`config.mk`:
```
export PLATFORM = sky130hd
export DESIGN_NAME = pscs_sequencer
export DESIGN_NICKNAME = d
export VERILOG_FILES = /design/src/pscs_pkg.sv /design/src/pscs_watchdog.sv /design/src/pscs_scan_timer.sv /design/src/pscs_sequencer.sv
export SDC_FILE = /design/constraint.sdc
export NUM_CORES = 1
export LEC_CHECK = 0
export BUFFER_PORTS_ARGS = -buffer_cell sky130_fd_sc_hd__buf_4
export CORE_AREA = 2 2 251 253
export DETAILED_ROUTE_END_ITERATION = 10
export DIE_AREA = 0 0 253 255
export PLACE_DENSITY = 0.71
export RECOVER_POWER = 50
export SETUP_SLACK_MARGIN = 0.1
export SYNTH_ARGS = -nofsm -noshare
export SYNTH_HDL_FRONTEND = slang
export SYNTH_SLANG_ARGS = --single-unit
```
`constraint.sdc`:
```
create_clock -name CLOCK_I -period 8.9 [get_ports CLOCK_I]
set_input_delay 1.335 -clock CLOCK_I [delete_from_list [all_inputs] [get_ports CLOCK_I]]
set_output_delay 1.335 -clock CLOCK_I [all_outputs]
set_load 0.1 [all_outputs]
```
`src/pscs_pkg.sv`:
```
// Operation
// - backplane bus exchange only with local-base specialty modules, reads and writes
// - clock segment copies clock/calendar into reserved memory and refreshes special relays
// - program solved rung by rung from first rung until end coil
// - program solve also updates control relays and the output image
// - forces held in output image; program results overwrite forced outputs
// - after solve, only configured pid loops run, each at its own interval
// - whole output image, forces included, written to local and expansion outputs
// - specialty and remote outputs sent once per scan after local writes
// - diagnostics computes scan time and restarts watchdog; special relays refreshed in clock segment
// - watchdog limit default 200ms; overrun forces program mode, outputs off
// - scan overrun reported with error code 0E03
// - limit configurable; restart instruction restarts watchdog mid-scan
// - min, max, current scan time tracked; cleared on program-to-run
// - immediate input reads module directly without touching input image
// - immediate outputs drive physical points during program solve
// - inputs changed after input read are captured only next scan
// - inputs read in every mode; outputs updated only in run mode
package pscs_pkg;
    localparam int unsigned CLK_HZ          = 10_000_000;
    localparam int unsigned WDOG_LIMIT_MS   = 200;
    localparam int unsigned WDOG_LIMIT_CYC  = (CLK_HZ / 1000) * WDOG_LIMIT_MS;
    localparam logic [15:0] ERR_NONE        = 16'h0000;
    localparam logic [15:0] ERR_SCAN_OVERRUN = 16'h0e03;
    localparam int unsigned PID_SLOTS       = 16;
    localparam logic        MODE_PROGRAM    = 1'b0;
    localparam logic        MODE_RUN        = 1'b1;

    typedef enum logic [10:0] {
        PSCS_IDLE    = 11'h001,
        PSCS_IN_LOC  = 11'h002,
        PSCS_IN_SPEC = 11'h004,
        PSCS_PERIPH  = 11'h008,
        PSCS_BUS     = 11'h010,
        PSCS_CLOCK   = 11'h020,
        PSCS_SOLVE   = 11'h040,
        PSCS_PID     = 11'h080,
        PSCS_OUT_LOC = 11'h100,
        PSCS_OUT_SPC = 11'h200,
        PSCS_DIAG    = 11'h400
    } pscs_seg_t;
endpackage

```
`src/pscs_watchdog.sv`:
```
`timescale 1ns/1ps
`default_nettype none
module pscs_watchdog
    import pscs_pkg::*;
#(
    parameter int unsigned W = 32
) (
    input  wire logic         clk_i,
    input  wire logic         arst_n_i,
    input  wire logic         restart_i,
    input  wire logic         enable_i,
    input  wire logic [W-1:0] limit_i,
    output logic              overrun_o
);
    logic [W-1:0] cnt_reg;
    logic [W-1:0] cnt_next;
    logic         ovr_reg;
    logic         ovr_next;
    logic         hit;

    // at or above, so a limit lowered mid-scan still trips
    assign hit = enable_i && (cnt_reg >= limit_i);

    always_comb begin
        cnt_next = cnt_reg;
        ovr_next = 1'b0;
        if (restart_i || !enable_i) begin
            cnt_next = '0;
        end else if (hit) begin
            ovr_next = 1'b1;
            cnt_next = '0;
        end else begin
            cnt_next = cnt_reg + 1'b1;
        end
    end

    always_ff @(posedge clk_i or negedge arst_n_i) begin
        if (!arst_n_i) begin
            cnt_reg <= '0;
            ovr_reg <= 1'b0;
        end else begin
            cnt_reg <= cnt_next;
            ovr_reg <= ovr_next;
        end
    end

    assign overrun_o = ovr_reg;

    chk_wdog_pulse_one: assert property (@(posedge clk_i) disable iff (!arst_n_i)
        overrun_o |=> !overrun_o) else $error("overrun longer than one cycle");
    chk_wdog_match_fire: assert property (@(posedge clk_i) disable iff (!arst_n_i)
        (enable_i && !restart_i && cnt_reg == limit_i) |=> overrun_o)
        else $error("limit match without overrun");
endmodule
`default_nettype wire

```
`src/pscs_scan_timer.sv`:
```
`timescale 1ns/1ps
`default_nettype none
module pscs_scan_timer
    import pscs_pkg::*;
#(
    parameter int unsigned W = 32
) (
    input  wire logic         clk_i,
    input  wire logic         arst_n_i,
    input  wire logic         clear_i,
    input  wire logic         scan_end_i,
    output logic [W-1:0]      cur_o,
    output logic [W-1:0]      min_o,
    output logic [W-1:0]      max_o
);
    logic [W-1:0] run_reg, run_next;
    logic [W-1:0] cur_reg, cur_next;
    logic [W-1:0] min_reg, min_next;
    logic [W-1:0] max_reg, max_next;
    logic [W-1:0] len;

    assign len = run_reg + 1'b1;

    always_comb begin
        run_next = run_reg + 1'b1;
        cur_next = cur_reg;
        min_next = min_reg;
        max_next = max_reg;
        if (clear_i) begin
            run_next = '0;
            cur_next = '0;
            min_next = '1;
            max_next = '0;
        end else if (scan_end_i) begin
            run_next = '0;
            cur_next = len;
            if (len < min_reg) min_next = len;
            if (len > max_reg) max_next = len;
        end
    end

    always_ff @(posedge clk_i or negedge arst_n_i) begin
        if (!arst_n_i) begin
            run_reg <= '0;
            cur_reg <= '0;
            min_reg <= '1;
            max_reg <= '0;
        end else begin
            run_reg <= run_next;
            cur_reg <= cur_next;
            min_reg <= min_next;
            max_reg <= max_next;
        end
    end

    assign cur_o = cur_reg;
    assign min_o = min_reg;
    assign max_o = max_reg;

    chk_scan_clear_all: assert property (@(posedge clk_i) disable iff (!arst_n_i)
        clear_i |=> (cur_o == '0 && max_o == '0 && min_o == '1))
        else $error("scan stats not cleared");
    chk_scan_max_bound: assert property (@(posedge clk_i) disable iff (!arst_n_i)
        (scan_end_i && !clear_i) |=> (max_o >= cur_o && min_o <= cur_o))
        else $error("min max out of order");
endmodule
`default_nettype wire

```
`src/pscs_sequencer.sv`:
```
`timescale 1ns/1ps
`default_nettype none
module pscs_sequencer
    import pscs_pkg::*;
#(
    parameter int unsigned NIN      = 16,
    parameter int unsigned NOUT     = 16,
    parameter int unsigned NLOOP    = 16,
    parameter int unsigned TW       = 32,
    parameter int unsigned WDOG_CYC = WDOG_LIMIT_CYC
) (
    input  wire logic             CLOCK_I,
    input  wire logic             ARST_N_I,
    input  wire logic             RUN_REQ_I,
    input  wire logic [NIN-1:0]   LOCAL_IN_I,
    input  wire logic [NIN-1:0]   REMOTE_IN_I,
    input  wire logic [NOUT-1:0]  FORCE_MASK_I,
    input  wire logic [NOUT-1:0]  FORCE_VAL_I,
    input  wire logic             BUS_REQ_I,
    input  wire logic             BUS_LOCAL_I,
    input  wire logic             BUS_WRITE_I,
    input  wire logic [15:0]      BUS_WDATA_I,
    output logic                  BUS_ACK_O,
    output logic [15:0]           BUS_RDATA_O,
    input  wire logic [15:0]      RTC_I,
    output logic [15:0]           RTC_MEM_O,
    output logic [7:0]            SPECIAL_RELAY_O,
    input  wire logic             INSTR_VALID_I,
    input  wire logic             INSTR_END_I,
    input  wire logic             INSTR_IMM_IN_I,
    input  wire logic             INSTR_IMM_OUT_I,
    input  wire logic             INSTR_WRITE_OUT_I,
    input  wire logic             INSTR_WRITE_CTL_I,
    input  wire logic             WATCHDOG_RESTART_INSTRUCTION_I,
    input  wire logic [7:0]       INSTR_ADDR_I,
    input  wire logic             INSTR_BIT_I,
    output logic                  INSTR_READY_O,
    output logic [7:0]            RUNG_PC_O,
    output logic                  INSTR_BIT_O,
    output logic [255:0]          CTL_RELAY_O,
    input  wire logic [NLOOP-1:0] LOOP_CFG_I,
    input  wire logic [NLOOP-1:0] LOOP_DUE_I,
    output logic [NLOOP-1:0]      LOOP_RUN_O,
    output logic [NOUT-1:0]       LOCAL_OUT_O,
    output logic [NOUT-1:0]       REMOTE_OUT_O,
    output logic                  REMOTE_OUT_STB_O,
    input  wire logic [TW-1:0]    WDOG_LIMIT_I,
    input  wire logic             WDOG_LIMIT_SET_I,
    output logic                  RUN_MODE_O,
    output logic [15:0]           ERROR_CODE_O,
    output logic [TW-1:0]         SCAN_CUR_O,
    output logic [TW-1:0]         SCAN_MIN_O,
    output logic [TW-1:0]         SCAN_MAX_O
);
    pscs_seg_t         seg_reg, seg_next;
    logic [NIN-1:0]    img_in_reg, img_in_next;
    logic [NIN-1:0]    img_rem_reg, img_rem_next;
    logic [NOUT-1:0]   img_out_reg, img_out_next;
    logic [NOUT-1:0]   lout_reg, lout_next;
    logic [NOUT-1:0]   rout_reg, rout_next;
    logic              rstb_reg, rstb_next;
    logic              mode_reg, mode_next;
    logic [15:0]       err_reg, err_next;
    logic [15:0]       rtc_reg, rtc_next;
    logic [7:0]        sr_reg, sr_next;
    logic [15:0]       bus_reg, bus_next;
    logic [15:0]       bus_rd_reg, bus_rd_next;
    logic              ack_reg, ack_next;
    logic [7:0]        pc_reg, pc_next;
    logic              ibit_reg, ibit_next;
    logic [255:0]      ctl_reg, ctl_next;
    logic [NLOOP-1:0]  loop_reg, loop_next;
    logic [TW-1:0]     lim_reg, lim_next;
    logic              overrun;
    logic              wd_restart;
    logic              clr_stats;
    logic              scan_end;

    assign wd_restart = (seg_reg == PSCS_DIAG) || (seg_reg == PSCS_IDLE)
                      || (seg_reg == PSCS_SOLVE && INSTR_VALID_I
                          && WATCHDOG_RESTART_INSTRUCTION_I);
    // decoded from registered state, not from mode_next, to keep the next-state logic loop free
    assign clr_stats = (mode_reg == MODE_PROGRAM) && (seg_reg == PSCS_PERIPH)
                     && RUN_REQ_I && !overrun;
    assign scan_end  = (seg_reg == PSCS_DIAG);

    function automatic logic bit_of(input logic [NIN-1:0] v, input logic [7:0] a);
        bit_of = (a < NIN) ? v[a[$clog2(NIN)-1:0]] : 1'b0;
    endfunction

    always_comb begin
        seg_next     = seg_reg;
        img_in_next  = img_in_reg;
        img_rem_next = img_rem_reg;
        img_out_next = img_out_reg;
        lout_next    = lout_reg;
        rout_next    = rout_reg;
        rstb_next    = 1'b0;
        mode_next    = mode_reg;
        err_next     = err_reg;
        rtc_next     = rtc_reg;
        sr_next      = sr_reg;
        bus_next     = bus_reg;
        bus_rd_next  = bus_rd_reg;
        ack_next     = 1'b0;
        pc_next      = pc_reg;
        ibit_next    = ibit_reg;
        ctl_next     = ctl_reg;
        loop_next    = '0;
        lim_next     = WDOG_LIMIT_SET_I ? WDOG_LIMIT_I : lim_reg;
        unique case (seg_reg)
            PSCS_IDLE: seg_next = PSCS_IN_LOC;
            PSCS_IN_LOC: begin
                img_in_next = LOCAL_IN_I;
                seg_next    = PSCS_IN_SPEC;
            end
            PSCS_IN_SPEC: begin
                img_rem_next = REMOTE_IN_I;
                seg_next     = PSCS_PERIPH;
            end
            PSCS_PERIPH: begin
                img_out_next = (img_out_reg & ~FORCE_MASK_I)
                             | (FORCE_VAL_I & FORCE_MASK_I);
                mode_next    = RUN_REQ_I ? MODE_RUN : MODE_PROGRAM;
                seg_next     = PSCS_BUS;
            end
            PSCS_BUS: begin
                if (BUS_REQ_I && BUS_LOCAL_I) begin
                    ack_next = 1'b1;
                    if (BUS_WRITE_I) bus_next = BUS_WDATA_I;
                    else bus_rd_next = bus_reg;
                end
                seg_next = PSCS_CLOCK;
            end
            PSCS_CLOCK: begin
                rtc_next    = RTC_I;
                sr_next     = {6'h00, (err_reg != ERR_NONE), mode_reg};
                pc_next     = 8'h00;
                seg_next    = PSCS_SOLVE;
            end
            PSCS_SOLVE: begin
                if (mode_reg == MODE_PROGRAM) begin
                    seg_next = PSCS_PID;
                end else if (INSTR_VALID_I) begin
                    pc_next = pc_reg + 8'h01;
                    if (INSTR_IMM_IN_I) ibit_next = bit_of(LOCAL_IN_I, INSTR_ADDR_I);
                    else ibit_next = bit_of(img_in_reg, INSTR_ADDR_I)
                                   | bit_of(img_rem_reg, INSTR_ADDR_I - 8'(NIN));
                    if (INSTR_WRITE_OUT_I && INSTR_ADDR_I < NOUT) begin
                        img_out_next[INSTR_ADDR_I[$clog2(NOUT)-1:0]] = INSTR_BIT_I;
                        if (INSTR_IMM_OUT_I)
                            lout_next[INSTR_ADDR_I[$clog2(NOUT)-1:0]] = INSTR_BIT_I;
                    end
                    if (INSTR_WRITE_CTL_I) ctl_next[INSTR_ADDR_I] = INSTR_BIT_I;
                    if (INSTR_END_I) seg_next = PSCS_PID;
                end
            end
            PSCS_PID: begin
                if (mode_reg == MODE_RUN) loop_next = LOOP_CFG_I & LOOP_DUE_I;
                seg_next = PSCS_OUT_LOC;
            end
            PSCS_OUT_LOC: begin
                lout_next = (mode_reg == MODE_RUN) ? img_out_reg : '0;
                seg_next  = PSCS_OUT_SPC;
            end
            PSCS_OUT_SPC: begin
                rout_next = (mode_reg == MODE_RUN) ? img_out_reg : '0;
                rstb_next = 1'b1;
                seg_next  = PSCS_DIAG;
            end
            PSCS_DIAG: seg_next = PSCS_IN_LOC;
            default: seg_next = PSCS_IDLE;
        endcase
        if (overrun) begin
            mode_next = MODE_PROGRAM;
            err_next  = ERR_SCAN_OVERRUN;
            lout_next = '0;
            rout_next = '0;
            seg_next  = PSCS_DIAG;
        end else if (clr_stats) begin
            err_next = ERR_NONE;
        end
        if (mode_next == MODE_PROGRAM && !overrun && seg_reg != PSCS_OUT_LOC) begin
            lout_next = '0;
        end
    end

    always_ff @(posedge CLOCK_I or negedge ARST_N_I) begin
        if (!ARST_N_I) begin
            seg_reg     <= PSCS_IDLE;
            img_in_reg  <= '0;
            img_rem_reg <= '0;
            img_out_reg <= '0;
            lout_reg    <= '0;
            rout_reg    <= '0;
            rstb_reg    <= 1'b0;
            mode_reg    <= MODE_PROGRAM;
            err_reg     <= ERR_NONE;
            rtc_reg     <= '0;
            sr_reg      <= '0;
            bus_reg     <= '0;
            bus_rd_reg  <= '0;
            ack_reg     <= 1'b0;
            pc_reg      <= '0;
            ibit_reg    <= 1'b0;
            ctl_reg     <= '0;
            loop_reg    <= '0;
            lim_reg     <= TW'(WDOG_CYC);
        end else begin
            seg_reg     <= seg_next;
            img_in_reg  <= img_in_next;
            img_rem_reg <= img_rem_next;
            img_out_reg <= img_out_next;
            lout_reg    <= lout_next;
            rout_reg    <= rout_next;
            rstb_reg    <= rstb_next;
            mode_reg    <= mode_next;
            err_reg     <= err_next;
            rtc_reg     <= rtc_next;
            sr_reg      <= sr_next;
            bus_reg     <= bus_next;
            bus_rd_reg  <= bus_rd_next;
            ack_reg     <= ack_next;
            pc_reg      <= pc_next;
            ibit_reg    <= ibit_next;
            ctl_reg     <= ctl_next;
            loop_reg    <= loop_next;
            lim_reg     <= lim_next;
        end
    end

    // watchdog only armed in run mode; program mode scans may stall on service
    pscs_watchdog #(.W(TW)) u_wdog (
        .clk_i     (CLOCK_I),
        .arst_n_i  (ARST_N_I),
        .restart_i (wd_restart),
        .enable_i  (mode_reg == MODE_RUN),
        .limit_i   (lim_reg),
        .overrun_o (overrun)
    );

    pscs_scan_timer #(.W(TW)) u_timer (
        .clk_i      (CLOCK_I),
        .arst_n_i   (ARST_N_I),
        .clear_i    (clr_stats),
        .scan_end_i (scan_end),
        .cur_o      (SCAN_CUR_O),
        .min_o      (SCAN_MIN_O),
        .max_o      (SCAN_MAX_O)
    );

    assign BUS_ACK_O        = ack_reg;
    assign BUS_RDATA_O      = bus_rd_reg;
    assign RTC_MEM_O        = rtc_reg;
    assign SPECIAL_RELAY_O  = sr_reg;
    assign INSTR_READY_O    = (seg_reg == PSCS_SOLVE) && (mode_reg == MODE_RUN);
    assign RUNG_PC_O        = pc_reg;
    assign INSTR_BIT_O      = ibit_reg;
    assign CTL_RELAY_O      = ctl_reg;
    assign LOOP_RUN_O       = loop_reg;
    assign LOCAL_OUT_O      = lout_reg;
    assign REMOTE_OUT_O     = rout_reg;
    assign REMOTE_OUT_STB_O = rstb_reg;
    assign RUN_MODE_O       = mode_reg;
    assign ERROR_CODE_O     = err_reg;

    chk_seg_order_fix: assert property (@(posedge CLOCK_I) disable iff (!ARST_N_I)
        (seg_reg == PSCS_IN_LOC && !overrun) |=> seg_reg == PSCS_IN_SPEC ##1
        seg_reg == PSCS_PERIPH) else $error("segment order broken");
    chk_prog_outs_off: assert property (@(posedge CLOCK_I) disable iff (!ARST_N_I)
        (mode_reg == MODE_PROGRAM && $past(mode_reg) == MODE_PROGRAM) |-> LOCAL_OUT_O == '0)
        else $error("outputs on in program mode");
    chk_overrun_react: assert property (@(posedge CLOCK_I) disable iff (!ARST_N_I)
        overrun |=> (!RUN_MODE_O && ERROR_CODE_O == ERR_SCAN_OVERRUN && LOCAL_OUT_O == '0))
        else $error("overrun not handled");
    chk_input_capture: assert property (@(posedge CLOCK_I) disable iff (!ARST_N_I)
        seg_reg == PSCS_IN_LOC |=> img_in_reg == $past(LOCAL_IN_I))
        else $error("input image not captured");
    chk_imm_in_image: assert property (@(posedge CLOCK_I) disable iff (!ARST_N_I)
        seg_reg == PSCS_SOLVE |=> $stable(img_in_reg))
        else $error("input image changed in solve");
    chk_bus_local_only: assert property (@(posedge CLOCK_I) disable iff (!ARST_N_I)
        BUS_ACK_O |-> $past(seg_reg) == PSCS_BUS && $past(BUS_LOCAL_I))
        else $error("bus ack outside local exchange");
    chk_remote_once: assert property (@(posedge CLOCK_I) disable iff (!ARST_N_I)
        REMOTE_OUT_STB_O |-> $past(seg_reg) == PSCS_OUT_SPC)
        else $error("remote strobe outside its segment");
    chk_pid_gate: assert property (@(posedge CLOCK_I) disable iff (!ARST_N_I)
        LOOP_RUN_O != '0 |-> (LOOP_RUN_O & ~$past(LOOP_CFG_I)) == '0)
        else $error("unconfigured loop run");
    chk_rtc_copy: assert property (@(posedge CLOCK_I) disable iff (!ARST_N_I)
        seg_reg == PSCS_CLOCK |=> RTC_MEM_O == $past(RTC_I))
        else $error("clock not copied");
endmodule
`default_nettype wire

```
==> run summary <==
Syn Inst Count: 3,153
Slowest cell on crit path: clkbuf_1
Hold EP: RTC_MEM_O[13]$_DFFE_PN0N_
drt pass-1 iters: 6
Worst EP arrival: 5300 ps
worst rel slew slack: -2.73
# setup viols final: 0
most frequent cells in the layout: dfrtp_1, nand2_1, buf_4
core area: 0.0622 sq mm
share of cells above drive strength 1: 0.191
Worst Setup End Kind: async pin
min-delay src: RTC_MEM_O[13]$_DFFE_PN0N_
crit share post-route: 0.667
WP buf/inv: 1
clock buffer depth: 3
post_cts resized: 0
Clock Skews: 17.1 ps
DR DRC count: 0
GRT Util Overall: 0.317
initial core utilization: 0.482
Finished Core Util: 0.586
Rows: 92
total CTS buffers: 68
Nets: 3,971
number of flops mapped to enable cells by yosys: 0
sequential share of power: 0.367
Post-Syn Area: 0.0300 sq mm
htree depth: 3
Worst-path clk slew: 60 ps
total length of routed wires: 104 mm
Syn Area/Cell: 9.51 sq um
library cells used by synthesis: 74
Startpoint Class: input port
CTS tree: built
sequential element share of the synthesized area: 0.519
Worst Path Required: 8270 ps
#FFs+latches synth: 619
first-pass GRT wire length: 156 mm
critical path type: input port to async pin
Comb pwr share: 0.341
via count: 26.2k
max FFs per register: 256
Design Area, Final: 0.0364 sq mm
Die Span X: 253 microns
vias in the first global route: 24.8k
initial DRC count: 2,674
most common cell after layout, fill and taps aside: dfrtp_1
Worst R2R End: u_timer.max_o[25]$_DFFE_PN0P_
Max FO, Critical Path: 97
crit-path cells: clkbuf_1
antenna viol nets, final: 0
Peak Freq: 169 MHz
IO buf count: 634
Slew Viols, Final: 245
peak supply drop: 0.152 mV
post-DP HPWL: 72.6 mm
r2r startpoint: u_timer.run_reg[0]$_DFF_PN0_
warnings from Yosys: 0
Via-to-Cell Ratio: 5.75
ys flop type: dfrtp_1
switching portion of total power: 0.421
root buf cell: clkbuf_16
Leak Pwr: 19.0 nW
largest net degree at the start of global routing: 206
Remaining Overflow, GRT: 0
worst skew pair latency: 620 ps
Async SR Flop Fraction: 1.00
Max-cap violations: 4
Boundary Pins: 652
Min-Delay Path Class: register to register
worst-margin pin slew: 5590 ps
failing checks: max-capacitance violations, max-slew violations
final hold vios: 0
depth of the most critical reg-to-reg path: 14
clk sinks: 619
final setup TNS: 0 ps
gpl congestion: 0.883
Clock power frac: 0.292
family with the most delay on the worst path: buffers and inverters
Die Ht: 255 microns
# fillers: 5,502
post-layout min period: 5930 ps
reg2reg setup slack: 4050 ps
drt wl/cell: 22.9 microns
Area growth, synth to finish: 21.6%
Internal: 5.63 mW
pwr dens: 267 mW/mm^2
postcts setup bufs: 0
unrepaired setup endpoints after global routing: false
status: complete, but fails checks
CTS Hold Bufs: 0
initial antenna violation count: 5
Critical Path Max Stage Delay: 3830 ps
area post-placement: 0.0351 sq mm
NetSw: 4.09 mW
hold depth: 2
die area: 0.0645 sq mm
## logic make-up after synthesis
| logic type | synth area share |
|---|---|
| compound gates | 0.107 |
| xor+xnor | 0.0196 |
| fa+ha+maj | 0.0409 |
| buf+inv | 0.0556 |
| flops | 0.519 |
| mux | 0.0508 |
| other cells | 0.000125 |
| simple gates | 0.208 |
## cells in the mapped netlist, drive strengths merged (4+ instances only)
cell / instances / area share
and2: 14 / 0.0030
clkbuf: 152 / 0.019
a2111oi: 4 / 0.0014
dfrtp: 579 / 0.48
inv: 151 / 0.019
a21oi: 90 / 0.015
dfstp: 40 / 0.035
nand2: 518 / 0.065
xnor2: 28 / 0.0082
nand4b: 5 / 0.0017
nand2b: 10 / 0.0021
mux2i: 43 / 0.014
buf: 67 / 0.018
a31oi: 11 / 0.0028
a21o: 12 / 0.0030
and4: 7 / 0.0020
o21ai: 342 / 0.057
nor3b: 5 / 0.0013
o22a: 10 / 0.0029
o31ai: 5 / 0.0014
xor2: 39 / 0.011
nor2: 219 / 0.033
a211oi: 36 / 0.0090
nor2b: 17 / 0.0035
mux4: 13 / 0.0098
o21a: 11 / 0.0028
ha: 98 / 0.041
mux2: 71 / 0.027
nand4: 46 / 0.0098
a32o: 16 / 0.0053
nand3: 328 / 0.055
and3: 34 / 0.0071
nor3: 87 / 0.017
nor4: 19 / 0.0047
## per-layer routing
layer	GRT usage	share of wire
met5	0	0
met4	0.138	0.044
met3	0.0787	0.089
met2	0.490	0.46
met1	0.426	0.41
## power groups by stage
stage	combinational [mW]	clock (mW)	sequential, mW
final	3.32	2.83	3.56
after global routing	3.50	2.99	3.60
after CTS	3.38	2.87	3.56
after detailed placement	3.36	0	3.61
after global placement	3.34	0	3.59
after floorplan	1.01	0	5.08
## metrics by stage
step	hold WS (ps)	setup slack (ps)	power, mW	instances
floorplan	458	5170	6.09	3169
global placement	460	4150	6.93	4419
detailed placement	465	4120	6.97	4419
CTS	479	4060	9.80	4543
global route	498	1900	10.1	4546
finish	472	2970	9.71	4548
## worst max-delay path by stage
stage / from / end / slack [ps] / cells after the start
final: ARST_N_I / u_wdog.cnt_reg[12]$_DFF_PN0_ / 2970 / 1
after global routing: ARST_N_I / LOOP_RUN_O[7]$_DFF_PN0_ / 1900 / 1
after CTS: u_timer.run_reg[0]$_DFF_PN0_ / u_timer.max_o[25]$_DFFE_PN0P_ / 4060 / 14
after detailed placement: u_timer.run_reg[0]$_DFF_PN0_ / u_timer.max_o[25]$_DFFE_PN0P_ / 4120 / 14
after global placement: u_timer.run_reg[0]$_DFF_PN0_ / u_timer.max_o[9]$_DFFE_PN0P_ / 4150 / 14
after floorplan: u_timer.run_reg[0]$_DFF_PN0_ / u_timer.max_o[10]$_DFFE_PN0P_ / 5170 / 13
## area by class of cell
class                      instances  area, sq um  area share
sequential                       619        15500       0.426
multi-input combinational       2180        12900       0.353
timing repair buffer             670         4260       0.117
clock buffer                     106         1990      0.0547
tap                              799         1000      0.0274
inverter                         151          567      0.0156
clock inverter                    18          211     0.00580
antenna                            5         12.5    0.000343
(Power assumes the default switching activity.)
